## src/core/sscf_pkg.sv

```systemverilog
// constants for the serial port status and control block
package sscf_pkg;
   localparam int unsigned ADDR_W            = 8;
   localparam int unsigned DATA_W            = 32;
   localparam logic [7:0]  OFS_STATUS_CTRL   = 8'h00;
   localparam logic [7:0]  OFS_SHARED_BUF    = 8'h04;
   localparam logic [7:0]  OFS_IRQ_STATUS    = 8'h08;
   localparam logic [7:0]  OFS_IRQ_MASK      = 8'h0c;
   localparam int unsigned BIT_PORT_ENABLE   = 15;
   localparam int unsigned BIT_HALT_IN_IDLE  = 13;
   localparam int unsigned BIT_RX_OVERFLOW   = 6;
   localparam int unsigned BIT_TX_FULL       = 1;
   localparam int unsigned BIT_RX_FULL       = 0;
   localparam int unsigned IRQ_RX_FULL       = 0;
   localparam int unsigned IRQ_TX_EMPTY      = 1;
   localparam int unsigned IRQ_OVERFLOW      = 2;
   localparam int unsigned IRQ_W             = 3;
   localparam logic [15:0] STATUS_CTRL_RESET = 16'h0000;
   localparam logic [2:0]  IRQ_MASK_RESET    = 3'h0;
   localparam logic [1:0]  RESP_OKAY         = 2'h0;
   localparam logic [1:0]  RESP_DECERR       = 2'h3;
   localparam int unsigned SYNC_STAGES       = 3;
endpackage

```

## src/core/sscf_top.sv

```systemverilog
// serial port status/control flags with a slave shift engine and axi4-lite registers
//
// The AXI4-Lite register port and the placing of the registers were left to the implementer.
`timescale 1ns/1ns
module sscf_top
   import sscf_pkg::*;
#(
   parameter int unsigned WORD_W = 16
) (
   input  wire logic                      aclk,
   input  wire logic                      aresetn,
   input  wire logic [sscf_pkg::ADDR_W-1:0] s_axi_awaddr,
   input  wire logic                      s_axi_awvalid,
   output logic                           s_axi_awready,
   input  wire logic [sscf_pkg::DATA_W-1:0] s_axi_wdata,
   input  wire logic [3:0]                s_axi_wstrb,
   input  wire logic                      s_axi_wvalid,
   output logic                           s_axi_wready,
   output logic [1:0]                     s_axi_bresp,
   output logic                           s_axi_bvalid,
   input  wire logic                      s_axi_bready,
   input  wire logic [sscf_pkg::ADDR_W-1:0] s_axi_araddr,
   input  wire logic                      s_axi_arvalid,
   output logic                           s_axi_arready,
   output logic [sscf_pkg::DATA_W-1:0]    s_axi_rdata,
   output logic [1:0]                     s_axi_rresp,
   output logic                           s_axi_rvalid,
   input  wire logic                      s_axi_rready,
   input  wire logic                      device_idle,
   input  wire logic                      serial_clock_pin,
   input  wire logic                      serial_in_pin,
   input  wire logic                      slave_select_pin_n,
   output logic                           serial_out_pin,
   output logic                           serial_out_pin_oe,
   output logic                           serial_pins_owned,
   output logic                           irq
);
   import sscf_pkg::*;

   logic              port_enable_q;
   logic              halt_in_idle_q;
   logic              rx_overflow_q;
   logic              tx_full_q;
   logic              rx_full_q;
   logic [WORD_W-1:0] tx_hold_q;
   logic [WORD_W-1:0] rx_hold_q;
   logic [WORD_W-1:0] shift_q;
   logic [4:0]        bit_cnt_q;
   logic              loaded_q;
   logic              sck_prev_q;
   logic [IRQ_W-1:0]  irq_stat_q;
   logic [IRQ_W-1:0]  irq_mask_q;
   logic              aw_held_q;
   logic              w_held_q;
   logic [ADDR_W-1:0] aw_addr_q;
   logic [15:0]       w_data_q;
   logic [3:0]        w_strb_q;

   logic sck_s;
   logic sdi_s;
   logic ss_n_s;
   logic running;
   logic sck_rise;
   logic sck_fall;
   logic do_write;
   logic do_read;
   logic wr_ctrl;
   logic wr_buf;
   logic rd_buf;
   logic rd_irq;
   logic load_shift;
   logic word_done;
   logic rx_store;
   logic rx_drop;
   logic [15:0] status_ctrl;
   logic [15:0] rx_word16;
   logic [DATA_W-1:0] rd_word;
   logic [1:0]  rd_resp;

   sscf_sync #(.RESET_VAL(1'b0)) u_sync_sck (
      .aclk    (aclk),
      .aresetn (aresetn),
      .pin_in  (serial_clock_pin),
      .level_q (sck_s)
   );
   sscf_sync #(.RESET_VAL(1'b0)) u_sync_sdi (
      .aclk    (aclk),
      .aresetn (aresetn),
      .pin_in  (serial_in_pin),
      .level_q (sdi_s)
   );
   sscf_sync #(.RESET_VAL(1'b1)) u_sync_ss (
      .aclk    (aclk),
      .aresetn (aresetn),
      .pin_in  (slave_select_pin_n),
      .level_q (ss_n_s)
   );

   // engine runs only when enabled and not halted by idle
   assign running    = port_enable_q && !(halt_in_idle_q && device_idle);
   assign sck_rise   = running && !ss_n_s && sck_s && !sck_prev_q;
   assign sck_fall   = running && !ss_n_s && !sck_s && sck_prev_q;
   // wait for select, else the word is consumed while the shifter is held idle
   assign load_shift = running && !ss_n_s && tx_full_q && !loaded_q && bit_cnt_q == 5'h00;
   assign word_done  = sck_rise && bit_cnt_q == 5'(WORD_W - 1);
   assign rx_store   = word_done && !rx_full_q;
   assign rx_drop    = word_done && rx_full_q;

   // register bus decode
   assign do_write = aw_held_q && w_held_q && !s_axi_bvalid;
   assign do_read  = s_axi_arvalid && s_axi_arready;
   assign wr_ctrl  = do_write && aw_addr_q == OFS_STATUS_CTRL;
   assign wr_buf   = do_write && aw_addr_q == OFS_SHARED_BUF;
   assign rd_buf   = do_read && s_axi_araddr == OFS_SHARED_BUF;
   assign rd_irq   = do_read && s_axi_araddr == OFS_IRQ_STATUS;

   // unused positions tie to zero
   always_comb begin
      status_ctrl                   = 16'h0000;
      status_ctrl[BIT_PORT_ENABLE]  = port_enable_q;
      status_ctrl[BIT_HALT_IN_IDLE] = halt_in_idle_q;
      status_ctrl[BIT_RX_OVERFLOW]  = rx_overflow_q;
      status_ctrl[BIT_TX_FULL]      = tx_full_q;
      status_ctrl[BIT_RX_FULL]      = rx_full_q;
   end

   always_comb begin
      rx_word16         = 16'h0000;
      rx_word16[WORD_W-1:0] = rx_hold_q;
   end

   // write channel capture; address and data may come in either order
   always_ff @(posedge aclk) begin
      if (!aresetn) begin
         aw_held_q     <= 1'b0;
         w_held_q      <= 1'b0;
         aw_addr_q     <= '0;
         w_data_q      <= 16'h0000;
         w_strb_q      <= 4'h0;
         s_axi_awready <= 1'b0;
         s_axi_wready  <= 1'b0;
         s_axi_bvalid  <= 1'b0;
         s_axi_bresp   <= RESP_OKAY;
      end else begin
         s_axi_awready <= !aw_held_q && !(s_axi_awvalid && s_axi_awready);
         s_axi_wready  <= !w_held_q && !(s_axi_wvalid && s_axi_wready);
         if (s_axi_awvalid && s_axi_awready) begin
            aw_held_q <= 1'b1;
            aw_addr_q <= s_axi_awaddr;
         end
         if (s_axi_wvalid && s_axi_wready) begin
            w_held_q <= 1'b1;
            w_data_q <= s_axi_wdata[15:0];
            w_strb_q <= s_axi_wstrb;
         end
         if (do_write) begin
            s_axi_bvalid <= 1'b1;
            s_axi_bresp  <= (aw_addr_q == OFS_STATUS_CTRL || aw_addr_q == OFS_SHARED_BUF ||
                             aw_addr_q == OFS_IRQ_STATUS || aw_addr_q == OFS_IRQ_MASK) ?
                            RESP_OKAY : RESP_DECERR;
         end else if (s_axi_bvalid && s_axi_bready) begin
            s_axi_bvalid <= 1'b0;
            aw_held_q    <= 1'b0;
            w_held_q     <= 1'b0;
            s_axi_awready <= 1'b1;
            s_axi_wready  <= 1'b1;
         end
      end
   end

   // read data decode; unmapped offsets answer zero with a decode error
   always_comb begin
      rd_word = '0;
      rd_resp = RESP_OKAY;
      case (s_axi_araddr)
         OFS_STATUS_CTRL: rd_word = {16'h0000, status_ctrl};
         OFS_SHARED_BUF:  rd_word = {16'h0000, rx_word16};
         OFS_IRQ_STATUS:  rd_word = {29'h0000000, irq_stat_q};
         OFS_IRQ_MASK:    rd_word = {29'h0000000, irq_mask_q};
         default:         rd_resp = RESP_DECERR;
      endcase
   end

   // read channel; one read at a time
   always_ff @(posedge aclk) begin
      if (!aresetn) begin
         s_axi_arready <= 1'b0;
         s_axi_rvalid  <= 1'b0;
         s_axi_rdata   <= '0;
         s_axi_rresp   <= RESP_OKAY;
      end else begin
         s_axi_arready <= !s_axi_rvalid && !do_read;
         if (do_read) begin
            s_axi_rvalid <= 1'b1;
            s_axi_rresp  <= rd_resp;
            s_axi_rdata  <= rd_word;
         end else if (s_axi_rvalid && s_axi_rready) begin
            s_axi_rvalid  <= 1'b0;
            s_axi_arready <= 1'b1;
         end
      end
   end

   // control bits
   always_ff @(posedge aclk) begin
      if (!aresetn) begin
         port_enable_q  <= STATUS_CTRL_RESET[BIT_PORT_ENABLE];
         halt_in_idle_q <= STATUS_CTRL_RESET[BIT_HALT_IN_IDLE];
      end else if (do_write) begin
         if (aw_addr_q == OFS_STATUS_CTRL && w_strb_q[1]) begin
            port_enable_q  <= w_data_q[BIT_PORT_ENABLE];
            halt_in_idle_q <= w_data_q[BIT_HALT_IN_IDLE];
         end
      end
   end

   // interrupt mask
   always_ff @(posedge aclk) begin
      if (!aresetn) begin
         irq_mask_q <= IRQ_MASK_RESET;
      end else if (do_write && aw_addr_q == OFS_IRQ_MASK && w_strb_q[0]) begin
         irq_mask_q <= w_data_q[IRQ_W-1:0];
      end
   end

   // overflow: hardware sets, software writes zero to clear; set wins
   always_ff @(posedge aclk) begin
      if (!aresetn) begin
         rx_overflow_q <= STATUS_CTRL_RESET[BIT_RX_OVERFLOW];
      end else if (rx_drop) begin
         rx_overflow_q <= 1'b1;
      end else if (wr_ctrl && w_strb_q[0] && !w_data_q[BIT_RX_OVERFLOW]) begin
         rx_overflow_q <= 1'b0;
      end
   end

   // transmit holding register and its full flag
   always_ff @(posedge aclk) begin
      if (!aresetn) begin
         tx_hold_q <= '0;
         tx_full_q <= STATUS_CTRL_RESET[BIT_TX_FULL];
      end else if (wr_buf) begin
         tx_hold_q <= w_data_q[WORD_W-1:0];
         tx_full_q <= 1'b1;
      end else if (load_shift) begin
         tx_full_q <= 1'b0;
      end
   end

   // receive holding data; a dropped word never touches it
   always_ff @(posedge aclk) begin
      if (!aresetn) begin
         rx_hold_q <= '0;
      end else if (rx_store) begin
         rx_hold_q <= {shift_q[WORD_W-2:0], sdi_s};
      end
   end

   // receive full flag; a new word wins over a read clear
   always_ff @(posedge aclk) begin
      if (!aresetn) begin
         rx_full_q <= STATUS_CTRL_RESET[BIT_RX_FULL];
      end else if (rx_store) begin
         rx_full_q <= 1'b1;
      end else if (rd_buf) begin
         rx_full_q <= 1'b0;
      end
   end

   // edge history follows the pin even while halted, so waking gives no stale edge
   always_ff @(posedge aclk) begin
      if (!aresetn) begin
         sck_prev_q <= 1'b0;
      end else begin
         sck_prev_q <= sck_s;
      end
   end

   // shift engine; disabling drops a word in flight
   always_ff @(posedge aclk) begin
      if (!aresetn) begin
         shift_q    <= '0;
         bit_cnt_q  <= 5'h00;
         loaded_q   <= 1'b0;
      end else if (!port_enable_q || ss_n_s) begin
         bit_cnt_q  <= 5'h00;
         loaded_q   <= 1'b0;
      end else if (running) begin
         if (load_shift) begin
            shift_q  <= tx_hold_q;
            loaded_q <= 1'b1;
         end else if (sck_rise) begin
            shift_q <= {shift_q[WORD_W-2:0], sdi_s};
            if (word_done) begin
               bit_cnt_q <= 5'h00;
               loaded_q  <= 1'b0;
            end else begin
               bit_cnt_q <= bit_cnt_q + 5'h01;
            end
         end
      end
   end

   // pins: out data changes on falling clock, driven only when owned and selected
   always_ff @(posedge aclk) begin
      if (!aresetn) begin
         serial_out_pin    <= 1'b0;
         serial_out_pin_oe <= 1'b0;
         serial_pins_owned <= 1'b0;
      end else begin
         serial_pins_owned <= port_enable_q;
         serial_out_pin_oe <= port_enable_q && !ss_n_s;
         if (load_shift) begin
            serial_out_pin <= tx_hold_q[WORD_W-1];
         end else if (sck_fall) begin
            serial_out_pin <= shift_q[WORD_W-1];
         end
      end
   end

   // sticky events, cleared by reading; a new event wins over the clear
   always_ff @(posedge aclk) begin
      if (!aresetn) begin
         irq_stat_q <= '0;
      end else begin
         irq_stat_q[IRQ_RX_FULL]  <= rx_store || (irq_stat_q[IRQ_RX_FULL] && !rd_irq);
         irq_stat_q[IRQ_TX_EMPTY] <= load_shift || (irq_stat_q[IRQ_TX_EMPTY] && !rd_irq);
         irq_stat_q[IRQ_OVERFLOW] <= rx_drop || (irq_stat_q[IRQ_OVERFLOW] && !rd_irq);
      end
   end

   // level output one cycle behind the masked status
   always_ff @(posedge aclk) begin
      if (!aresetn) begin
         irq <= 1'b0;
      end else begin
         irq <= |(irq_stat_q & irq_mask_q);
      end
   end
endmodule

```

## src/core/sscf_sync.sv

```systemverilog
// three-flop synchroniser with agreement filter for one pin
`timescale 1ns/1ns
module sscf_sync #(
   parameter logic RESET_VAL = 1'b0
) (
   input  wire logic aclk,
   input  wire logic aresetn,
   input  wire logic pin_in,
   output logic      level_q
);
   logic s1_q;
   logic s2_q;
   logic s3_q;

   always_ff @(posedge aclk) begin
      if (!aresetn) begin
         s1_q <= RESET_VAL;
         s2_q <= RESET_VAL;
         s3_q <= RESET_VAL;
      end else begin
         s1_q <= pin_in;
         s2_q <= s1_q;
         s3_q <= s2_q;
      end
   end

   // change only counts once stages two and three agree
   always_ff @(posedge aclk) begin
      if (!aresetn) begin
         level_q <= RESET_VAL;
      end else if (s2_q == s3_q) begin
         level_q <= s3_q;
      end
   end
endmodule

```

## config.mk

```make
export PLATFORM = sky130hd
export DESIGN_NAME = sscf_top
export DESIGN_NICKNAME = d
export VERILOG_FILES = /design/src/core/sscf_pkg.sv /design/src/core/sscf_top.sv /design/src/core/sscf_sync.sv
export SDC_FILE = /design/constraint.sdc
export NUM_CORES = 1
export LEC_CHECK = 0
export BUFFER_PORTS_ARGS = -buffer_cell sky130_fd_sc_hd__buf_2
export CAP_MARGIN = 40
export CORE_MARGIN = 4
export CORE_UTILIZATION = 30
export DETAILED_ROUTE_END_ITERATION = 8
export PLACE_DENSITY = 0.59
export SYNTH_ARGS = -nofsm -noshare
export SYNTH_HDL_FRONTEND = slang
export SYNTH_HIERARCHICAL = 1
export SYNTH_SLANG_ARGS = --single-unit
```

## constraint.sdc

```tcl
create_clock -name aclk -period 2 [get_ports aclk]
set_input_delay 0.2 -clock aclk [delete_from_list [all_inputs] [get_ports aclk]]
set_output_delay 0.2 -clock aclk [all_outputs]
set_load 0.02 [all_outputs]
```

==> run_results.csv, run 1 <==
group,metric,value,unit
timing,period_minus_slack,1.84,ns
logic_synthesis,muxShareOfSynthArea,4.75,%
logic_synthesis,synth-adder-area-share,0.698,%
logic_synthesis,avgSynthCellArea,8.95,sq um
layout,finalCoreUtilization,37.5,%
grt,antenna_found_initial,0,
grt,globalRouteMet2Util,19.0,%
worst_hold_path,worst_hold_path_type,"input port to flip-flop",
cts,cts-htree-levels,4,
detailed_routing,drtIter0Drc,167,
run_status,status,"complete, no violations",
floorplanning,row_count,48,
cts,cts.path.max_buffers,2,
timing,drv_slew,0,
timing,rsz0062_at_grt,"no",
detailed_routing,ant_nets,0,
logic_synthesis,syn_inst,601,
timing,setup_ws,0.159,ns
timing,tightest_slew,0.622,ns
power,ir_drop,0.618,mV
worst_setup_path,required,2.35,ns
floorplanning,start_util,30.9,%
worst_setup_path,rr_worst_depth,6,
grt,grt_pass1_vias,4066,
cts,cts_tree,"done",
grt,grt_pass1_wl,20.6,mm
grt,use_met3,4.01,%
timing,finalHoldViolCount,0,
timing,fin_worst_skew,0.0148,ns
logic_synthesis,synth-simple-area-share,20.5,%
power,power,5.81,mW
grt,track_usage,12.9,%
worst_setup_path,start_kind,"flip-flop",
logic_synthesis,synthFlopType,"dfxtp_1",
logic_synthesis,synth_xor_area_share,0,%
layout,areaGrowthSynthToFinish,21.4,%
logic_synthesis,yosys_warnings,6,
layout,mostFrequentLayoutCells,"dfxtp_1 (133), nand2_1 (127), buf_2 (73)",
cts,insertion_delay,0.42,ns
detailed_routing,drc,0,
layout,final_common_cell,"dfxtp_1",
grt,grt_util_met1,17.8,%
logic_synthesis,ys_async_sr_fraction,0,%
logic_synthesis,yosysUniqueCellTypes,53,
timing,fmax,543,MHz
placed_design,port_buffers,73,
worst_setup_path,critPathKind,"flip-flop to flip-flop",
detailed_routing,drt_wl_total,12.4,mm
worst_setup_path,critPathMaxFanout,8,
logic_synthesis,synth_seq_cells,133,
logic_synthesis,yosysSeqAreaShare,49.5,%
grt,gr-total-overflow,0,
worst_hold_path,min_path_cells,3,
floorplanning,die_y,142,um
detailed_routing,routed_via_density,4.59,
power,leakage,2.43,nW
cts,clkTransAtPathRegs,0.06,ns
layout,n_antenna_cell,0,
floorplanning,ios,108,
detailed_routing,wire_per_inst,13.6,um
worst_setup_path,arrival,2.19,ns
grt,grt_max_degree,30,
layout,fillerInstances,1802,
detailed_routing,vias,4188,
logic_synthesis,synth_edf_count,0,
logic_synthesis,synth_compound_area_share,17.0,%
cts,root_buffer,"clkbuf_16",
timing,setup-tns-final,0,ns
placed_design,dpl_cell_area,5960,sq um
floorplanning,core-area,17400,sq um
power,p_per_area,890,nW/um^2
placed_design,place_congestion,0.785,
timing,maxSlewHeadroom,58.4,%
logic_synthesis,syn_area,5380,sq um
worst_setup_path,r2r_slack,0.16,ns
floorplanning,dieWidth,142,um
detailed_routing,firstDrtPassIters,4,
placed_design,dp_hpwl,8.80,mm
layout,final_area,6530,sq um
layout,layout-drive-gt1-share,20.8,%
timing,fin_crit_sh,92.0,%
floorplanning,die-area,20100,sq um
grt,busiest_layer,"met2",
logic_synthesis,synth_top_family_by_area,"simple AND/OR/NAND/NOR gates",
cts,cts_sinks,133,
job,maxCapViolCount,0,
timing,final-setup-viol-count,0,
placed_design,place_ws,0.160,ns
layout,nets,741,
cts,cts_inserted_buffers,17,
worst_setup_path,endpoint_kind,"flip-flop",
critical path: stages (launching register included):
cell and delay (ns):
dfxtp_1 0.35, ha_1 0.23, and3_1 0.18, ha_1 0.19, buf_4 0.16, or4b_1 0.52, a21oi_1 0.15
worst paths after layout:
kind | start | endpoint
max | bit_cnt_q[0] | bit_cnt_q[1]
min | s_axi_wdata[2] | w_data_q[2]
max reg2reg | bit_cnt_q[0] | bit_cnt_q[1]
min reg2reg | u_sync_ss/s1_q | u_sync_ss/s2_q
synth_stat cells (all sizes together) (2+ instances only):
| master | number | share of area, % |
|---|---|---|
| o31ai | 7 | 0.98 |
| ha | 3 | 0.70 |
| o32ai | 7 | 1.1 |
| or4 | 4 | 0.56 |
| nor2b | 6 | 0.70 |
| nand3 | 23 | 2.1 |
| o21a | 2 | 0.28 |
| nand2b | 6 | 0.70 |
| inv | 23 | 1.6 |
| o311ai | 4 | 0.65 |
| o21ai | 31 | 2.9 |
| buf | 31 | 4.1 |
| dfxtp | 133 | 49 |
| and3 | 4 | 0.47 |
| or4b | 2 | 0.37 |
| a21boi | 29 | 4.0 |
| a21oi | 31 | 2.9 |
| a22oi | 2 | 0.28 |
| a211oi | 15 | 3.0 |
| nand4b | 2 | 0.60 |
| nand2 | 127 | 8.9 |
| nand4 | 5 | 0.58 |
| mux2i | 21 | 3.9 |
| nor4 | 3 | 0.58 |
| a31oi | 3 | 0.35 |
| nor3 | 8 | 0.74 |
| and2 | 17 | 2.0 |
| mux4 | 2 | 0.84 |
| nor2 | 13 | 0.91 |
| clkbuf | 25 | 1.7 |
logic make-up after synthesis:
kind of cell	after synthesis
AND/OR/NAND/NOR	228
buffers and inverters	79
multiplexers	23
flip-flops	133
adder cells (fa/ha/maj)	3
AO/OA/AOI/OAI	134
other	1
sequential cells by signal, indices dropped and copies added, names as in the netlist, 2 cells and up:
| name | count |
|---|---|
| rx_hold_q | 16 |
| s_axi_rdata | 16 |
| shift_q | 16 |
| tx_hold_q | 16 |
| w_data_q | 16 |
| aw_addr_q | 8 |
| bit_cnt_q | 5 |
| irq_mask_q | 3 |
| irq_stat_q | 3 |
| w_strb_q | 2 |
per-layer routing:
metal,vias to the layer above,wire (um)
met5,-,0
met4,0,150
met3,12,628
met2,87,5280
met1,1904,6340
li1,2185,-
power breakdown:
part	internal (mW)	total, mW	switching [mW]
Sequential	2.70	2.73	0.0309
Combinational	0.104	0.277	0.174
Clock	1.68	2.81	1.13
Total	4.48	5.81	1.34
what timing repair did:
action                                 4_1_cts  5_1_grt
buffers inserted                             0        0
resized for setup                            0        1
setup endpoints to repair                    0        1
hold buffers                                 3        0
endpoints found under the hold margin        3        0
layout make-up:
cell class / count / area, sq um / area share, %
well taps: 225 / 282 / 4.31
repair buffers: 96 / 583 / 8.93
clock inverters: 7 / 48.8 / 0.747
clock buffers: 25 / 485 / 7.44
multi-input cells: 404 / 2380 / 36.5
flip-flops and latches: 133 / 2660 / 40.8
inverters: 23 / 86.3 / 1.32
through the flow:
stage          hold slack, ns  cells
5_1_grt                0.0192    913
6_report               0.0206    913
3_3_place_gp            0.400    878
2_1_floorplan           0.273    616
4_1_cts                0.0100    913
3_5_place_dp            0.400    878
Note: power is estimated with default switching activity, not from simulation.
==> run 2: changes to the inputs <==
Settings changed: ABC_AREA set to 1, PLACE_DENSITY 0.59 to 0.6, SYNTH_HIERARCHICAL 1 to not set.
==> run 2 against run 1 <==
Sequential power hardly changed. Final cell count rose by 11%. Count of clock-buffer cells in the layout down 7. Synthesized area fell by 1.9%. Via count is 4.7% higher. Wire length shrank 5.3%. Combinational power grew 9.7%. Sequential share of layout area is 0.55 points higher. Clock power grew 15%. Utilization fell by 0.25 points. Power up 7.9%. First-iteration DRC count is 65% higher.
==> run_results.csv, run 2 <==
group,metric,value,unit
run_status,status,"complete, no violations",
layout,finalCoreUtilization,37.2,%
floorplanning,row_count,48,
floorplanning,ios,108,
floorplanning,start_util,30.5,%
power,ir_drop,0.694,mV
logic_synthesis,yosys-top-cells-count,"dfxtp_1 (133), nand2_1 (132), nor2_1 (89)",
worst_setup_path,critPathMaxFanout,18,
logic_synthesis,synth_edf_count,0,
cts,post-cts-setup-buffer-count,0,
cts,cts_sinks,133,
detailed_routing,drc,0,
layout,areaGrowthSynthToFinish,22.1,%
cts,root_buffer,"clkbuf_16",
cts,insertion_delay,0.40,ns
detailed_routing,wl_met1,6.16,mm
timing,whs,0.0418,ns
worst_hold_path,min_path_cells,3,
layout,mostFrequentLayoutCells,"dfxtp_1 (133), nand2_1 (132), nor2_1 (89)",
worst_setup_path,crit_chain,"ha_1, nand2_1, nor2_1, ha_1, inv_1, nor2_8, nand2_4, nand2_1, a21oi_1",
detailed_routing,wire_per_inst,11.6,um
placed_design,place_congestion,0.749,
cts,clkTransAtPathRegs,0.06,ns
worst_setup_path,required,2.27,ns
grt,gr-total-overflow,0,
logic_synthesis,yosysMostFrequentCell,"dfxtp_1",
layout,layout-drive-gt1-share,17.0,%
timing,final-setup-viol-count,0,
detailed_routing,dr_wl_met2,4.75,mm
worst_setup_path,arrival,2.04,ns
timing,fmax,564,MHz
logic_synthesis,yosysUniqueCellTypes,33,
power,leakage,2.70,nW
placed_design,dp_hpwl,8.27,mm
layout,nets,841,
layout,final_common_cell,"dfxtp_1",
timing,finalHoldViolCount,0,
layout,n_antenna_cell,0,
cts,cts.path.max_buffers,2,
worst_hold_path,worst_hold_path_type,"input port to flip-flop",
detailed_routing,topRoutingLayerUsed,"met4",
grt,antenna_found_initial,0,
worst_setup_path,rr_worst_depth,9,
worst_setup_path,crit_cells,9,
floorplanning,dieWidth,141,um
job,maxCapViolCount,0,
placed_design,port_buffers,73,
placed_design,dp.cells,978,
power,power,6.27,mW
worst_setup_path,crit_family,"simple AND/OR/NAND/NOR gates",
detailed_routing,drtIter0Drc,276,
logic_synthesis,ys_async_sr_fraction,0,%
worst_setup_path,slowest_stage,"dfxtp_1",
detailed_routing,vias,4385,
worst_hold_path,hold_path_startpoint,"s_axi_wdata[3]",
timing,setup-tns-final,0,ns
worst_setup_path,endpoint_kind,"flip-flop",
timing,fin_worst_skew,0.00569,ns
detailed_routing,ant_nets,0,
floorplanning,die_y,141,um
logic_synthesis,yosysTopAreaCell,"dfxtp_1",
logic_synthesis,synth_seq_cells,133,
layout,fin_cells,1012,
timing,fin_crit_sh,88.6,%
timing,rsz0062_at_grt,"no",
cts,cts_resized,0,
worst_setup_path,timing.critical_path.buf_inv,1,
logic_synthesis,yosys-top-cells-area,"dfxtp_1 (50%), nand2_1 (9.4%), a21oi_1 (8.0%)",
detailed_routing,firstDrtPassIters,4,
timing,drv_slew,0,
worst_setup_path,critPathKind,"flip-flop to flip-flop",
logic_synthesis,synthFlopType,"dfxtp_1",
timing,tightest_slew,0.517,ns
logic_synthesis,avgSynthCellArea,7.55,sq um
worst_setup_path,crit_start,"bit_cnt_q[1]",
power,p_per_area,974,nW/um^2
worst_setup_path,max_stage_delay,0.37,ns
worst_setup_path,start_kind,"flip-flop",
detailed_routing,drt_wl_total,11.7,mm
timing,maxSlewHeadroom,65.3,%
detailed_routing,met3_length,724,um
logic_synthesis,yosys_warnings,0,
logic_synthesis,synth_top_cell_area_share,50.5,%
timing,period_minus_slack,1.77,ns
logic_synthesis,yosysSeqAreaShare,50.5,%
cts,cts_inserted_buffers,17,
detailed_routing,routed_via_density,4.33,
cts,cts_tree,"done",
logic_synthesis,syn_area,5280,sq um
grt,grt_max_degree,53,
grt,grt_pass1_vias,3974,
logic_synthesis,syn_inst,699,
floorplanning,core-area,17300,sq um
worst_setup_path,r2r-start,"bit_cnt_q[1]",
grt,grt_pass1_wl,19.4,mm
grt,track_usage,12.0,%
cts,cts-htree-levels,4,
floorplanning,die-area,19800,sq um
==> run 2: logic make-up (layout without fill, tap and decap cells) <==
logic type | count (synthesis) | in the layout | share of synthesized area, %
compound gates | 150 | 150 | 14.6
xor+xnor | 1 | 1 | 0.166
fa+ha+maj | 3 | 3 | 0.711
buf+inv | 122 | 195 | 10.5
flops | 133 | 133 | 50.5
other cells | 1 | 16 | 0.0711
simple gates | 289 | 289 | 23.5
==> run 2: cell type report <==
type | instances | area [sq um]
clock buffers | 18 | 429
repair buffers | 88 | 485
well taps | 225 | 282
flip-flops and latches | 133 | 2660
multi-input cells | 459 | 2110
fillers | 1841 | 10900
inverters | 76 | 285
clock inverters | 13 | 183
==> run 2: metal layers <==
metal | vias to the layer above | track usage (%)
met5 | - | 0
met4 | 0 | 3.88
met3 | 11 | 3.09
met2 | 107 | 17.1
met1 | 1906 | 17.7
li1 | 2361 | -
==> run 2: tightest hold or removal path: stages <==
cell and delay [ns]:
buf_2 0.07, o21ai_0 0.07, nor2_1 0.07
==> run 2: where the power goes <==
group	leakage, nW	switching, mW	internal [mW]
Clock	0.288	1.15	2.08
Sequential	1.08	0.0330	2.71
Combinational	1.33	0.198	0.107
==> run 2: per-stage QoR <==
stage / area, sq um / worst slack (ns)
2_1_floorplan: 5330 / 0.419
3_3_place_gp: 5800 / 0.238
3_5_place_dp: 5800 / 0.205
4_1_cts: 6440 / 0.194
5_1_grt: 6440 / 0.00258
6_report: 6440 / 0.228
==> run 2: worst paths after layout <==
path                     end  slack, ns
max            rx_hold_q[14]       0.23
min              w_data_q[3]       0.04
max reg2reg    rx_hold_q[14]       0.23
min reg2reg  u_sync_sdi.s2_q       0.41
==> run 2: repair_timing <==
action	CTS	global route
hold buffers	3	0
endpoints found under the setup margin	0	13
endpoints found under the hold margin	3	0
==> run 3: changes to the inputs <==
Settings changed: PLACE_DENSITY 0.6 to 0.58.
Clock period 2 ns to 1.96 ns, I/O delays scaled along.
==> run 3 against run 2 <==
Cell area increased by 0.89%. Sequential share of layout area decreased by 0.37 points. Clock skew increased by 0.0030 ns. Wire length about the same. Register-to-register slack got worse by 0.03 ns. Die area unchanged. Setup slack got worse by 0.027 ns. Clock power increased by 7.1%. Non-clock buffer count increased by 3. Count of clock-buffer cells in the layout increased by 1. Sequential cell count unchanged. Power increased by 4.6%.
==> run_results.csv, run 3 (synthesis gave the netlist of run 2 again) <==
group,metric,value,unit
timing,setup_ws,0.201,ns
cts,cts_tree,"done",
cts,cts_inserted_buffers,17,
worst_setup_path,critPathKind,"flip-flop to flip-flop",
placed_design,place_ws,0.193,ns
cts,insertion_delay,0.40,ns
cts,cts-htree-levels,4,
floorplanning,row_count,48,
detailed_routing,drt_wl_total,11.7,mm
worst_setup_path,r2r_slack,0.20,ns
worst_hold_path,worst_hold_path_type,"input port to flip-flop",
grt,track_usage,12.4,%
detailed_routing,drtIter0Drc,250,
timing,fin_crit_sh,89.7,%
placed_design,dp_hpwl,8.40,mm
detailed_routing,ant_nets,0,
timing,drv_slew,0,
grt,gr-total-overflow,0,
worst_setup_path,required,2.24,ns
cts,cts.path.max_buffers,2,
cts,cts_sinks,133,
power,leakage,2.73,nW
run_status,status,"complete, no violations",
layout,fin_cells,1016,
cts,clkTransAtPathRegs,0.06,ns
detailed_routing,drc,0,
cts,root_buffer,"clkbuf_16",
detailed_routing,firstDrtPassIters,4,
timing,rsz0062_at_grt,"no",
grt,antenna_found_initial,0,
placed_design,dpl_cell_area,5820,sq um
layout,areaGrowthSynthToFinish,23.2,%
worst_setup_path,critPathMaxFanout,18,
placed_design,dp.cells,981,
timing,fin_worst_skew,0.00869,ns
detailed_routing,vias,4393,
power,p_per_area,1010,nW/um^2
placed_design,place_congestion,0.763,
timing,setup-tns-final,0,ns
timing,finalHoldViolCount,0,
layout,layout-drive-gt1-share,17.4,%
worst_setup_path,start_kind,"flip-flop",
timing,maxSlewHeadroom,67.0,%
job,maxCapViolCount,0,
timing,period_minus_slack,1.76,ns
layout,register_area,2660,sq um
grt,grt_pass1_wl,20.2,mm
cts,post-cts-setup-buffer-count,0,
floorplanning,ios,108,
cts,cts_hold_buf,3,
layout,nets,844,
power,p_sw,1.40,mW
timing,fmax,569,MHz
layout,mostFrequentLayoutCells,"dfxtp_1 (133), nand2_1 (132), nor2_1 (89)",
floorplanning,core-area,17300,sq um
power,p_sw_share,21.3,%
grt,grt_max_degree,42,
floorplanning,die-area,19800,sq um
power,p_int,5.16,mW
floorplanning,start_util,30.5,%
timing,final-setup-viol-count,0,
worst_setup_path,arrival,2.03,ns
detailed_routing,routed_via_density,4.32,
grt,grt_pass1_vias,4192,
power,power,6.56,mW
power,ir_drop,0.798,mV
worst_setup_path,endpoint_kind,"flip-flop",
layout,final_common_cell,"dfxtp_1",
layout,multi_input_area,2110,sq um
power,power_frac_comb,4.8,%
floorplanning,dieWidth,141,um
layout,n_antenna_cell,0,
power,clkPwrFrac,52.6,%
placed_design,port_buffers,73,
floorplanning,die_y,141,um
cts,cts_resized,0,
timing,tightest_slew,0.492,ns
detailed_routing,wire_per_inst,11.6,um
layout,final_area,6500,sq um
layout,fillerInstances,1846,
power,seqPwrFrac,42.7,%
[run 3: cell count changes in the layout (fill, tap and decap cells not counted)]
| cell | previous run | this run |
|---|---|---|
| bufinv_16 | 4 | 5 |
| clkinv_4 | 1 | 0 |
| buf_4 | 12 | 15 |
| clkbuf_8 | 0 | 1 |
[run 3: worst max-delay path, cell delays in order (launching register included)]
cell	delay (ns)
dfxtp_1	0.38
ha_1	0.18
nand2_1	0.07
nor2_1	0.10
ha_1	0.20
inv_1	0.14
nor2_8	0.22
nand2_4	0.17
nand2_1	0.11
a21oi_1	0.06
[run 3: metrics by stage]
stage                     hold WS [ns]  utilization [%]
after floorplan                  0.294                -
after global placement           0.394             33.7
after detailed placement         0.398             33.7
after CTS                       0.0275             37.6
after global routing            0.0558             37.6
final                           0.0420             37.6
[run 3: layer usage]
layer / global-route usage (%) / part of all wire, % / up-vias
li1: - / - / 2364
met1: 17.8 / 52 / 1921
met2: 18.2 / 41 / 97
met3: 2.78 / 5.6 / 11
met4: 4.54 / 1.0 / 0
met5: 0 / 0 / -
[run 3: final cells by class]
type,count,share of cell area (%)
flip-flops and latches,133,41.0
multi-input cells,459,32.5
repair buffers,91,7.82
clock buffers,19,6.82
inverters,76,4.39
well taps,225,4.33
clock inverters,13,3.14
[run 3: path summary, 6_finish.rpt]
kind,startpoint,endpoint,depth (start not counted)
setup reg to reg,bit_cnt_q[0],rx_hold_q[9],9
hold / removal,s_axi_awaddr[0],aw_addr_q[0],3
hold reg to reg,u_sync_ss.s1_q,u_sync_ss.s2_q,1
setup / recovery,bit_cnt_q[0],rx_hold_q[9],9
[run 3: power by group through the flow]
stage | combinational, mW | clock [mW] | sequential, mW
detailed placement | 0.311 | 0 | 2.86
floorplan | 0.228 | 0 | 2.86
global route | 0.358 | 3.64 | 2.81
finish | 0.312 | 3.45 | 2.80
CTS | 0.317 | 3.52 | 2.80
global placement | 0.309 | 0 | 2.86
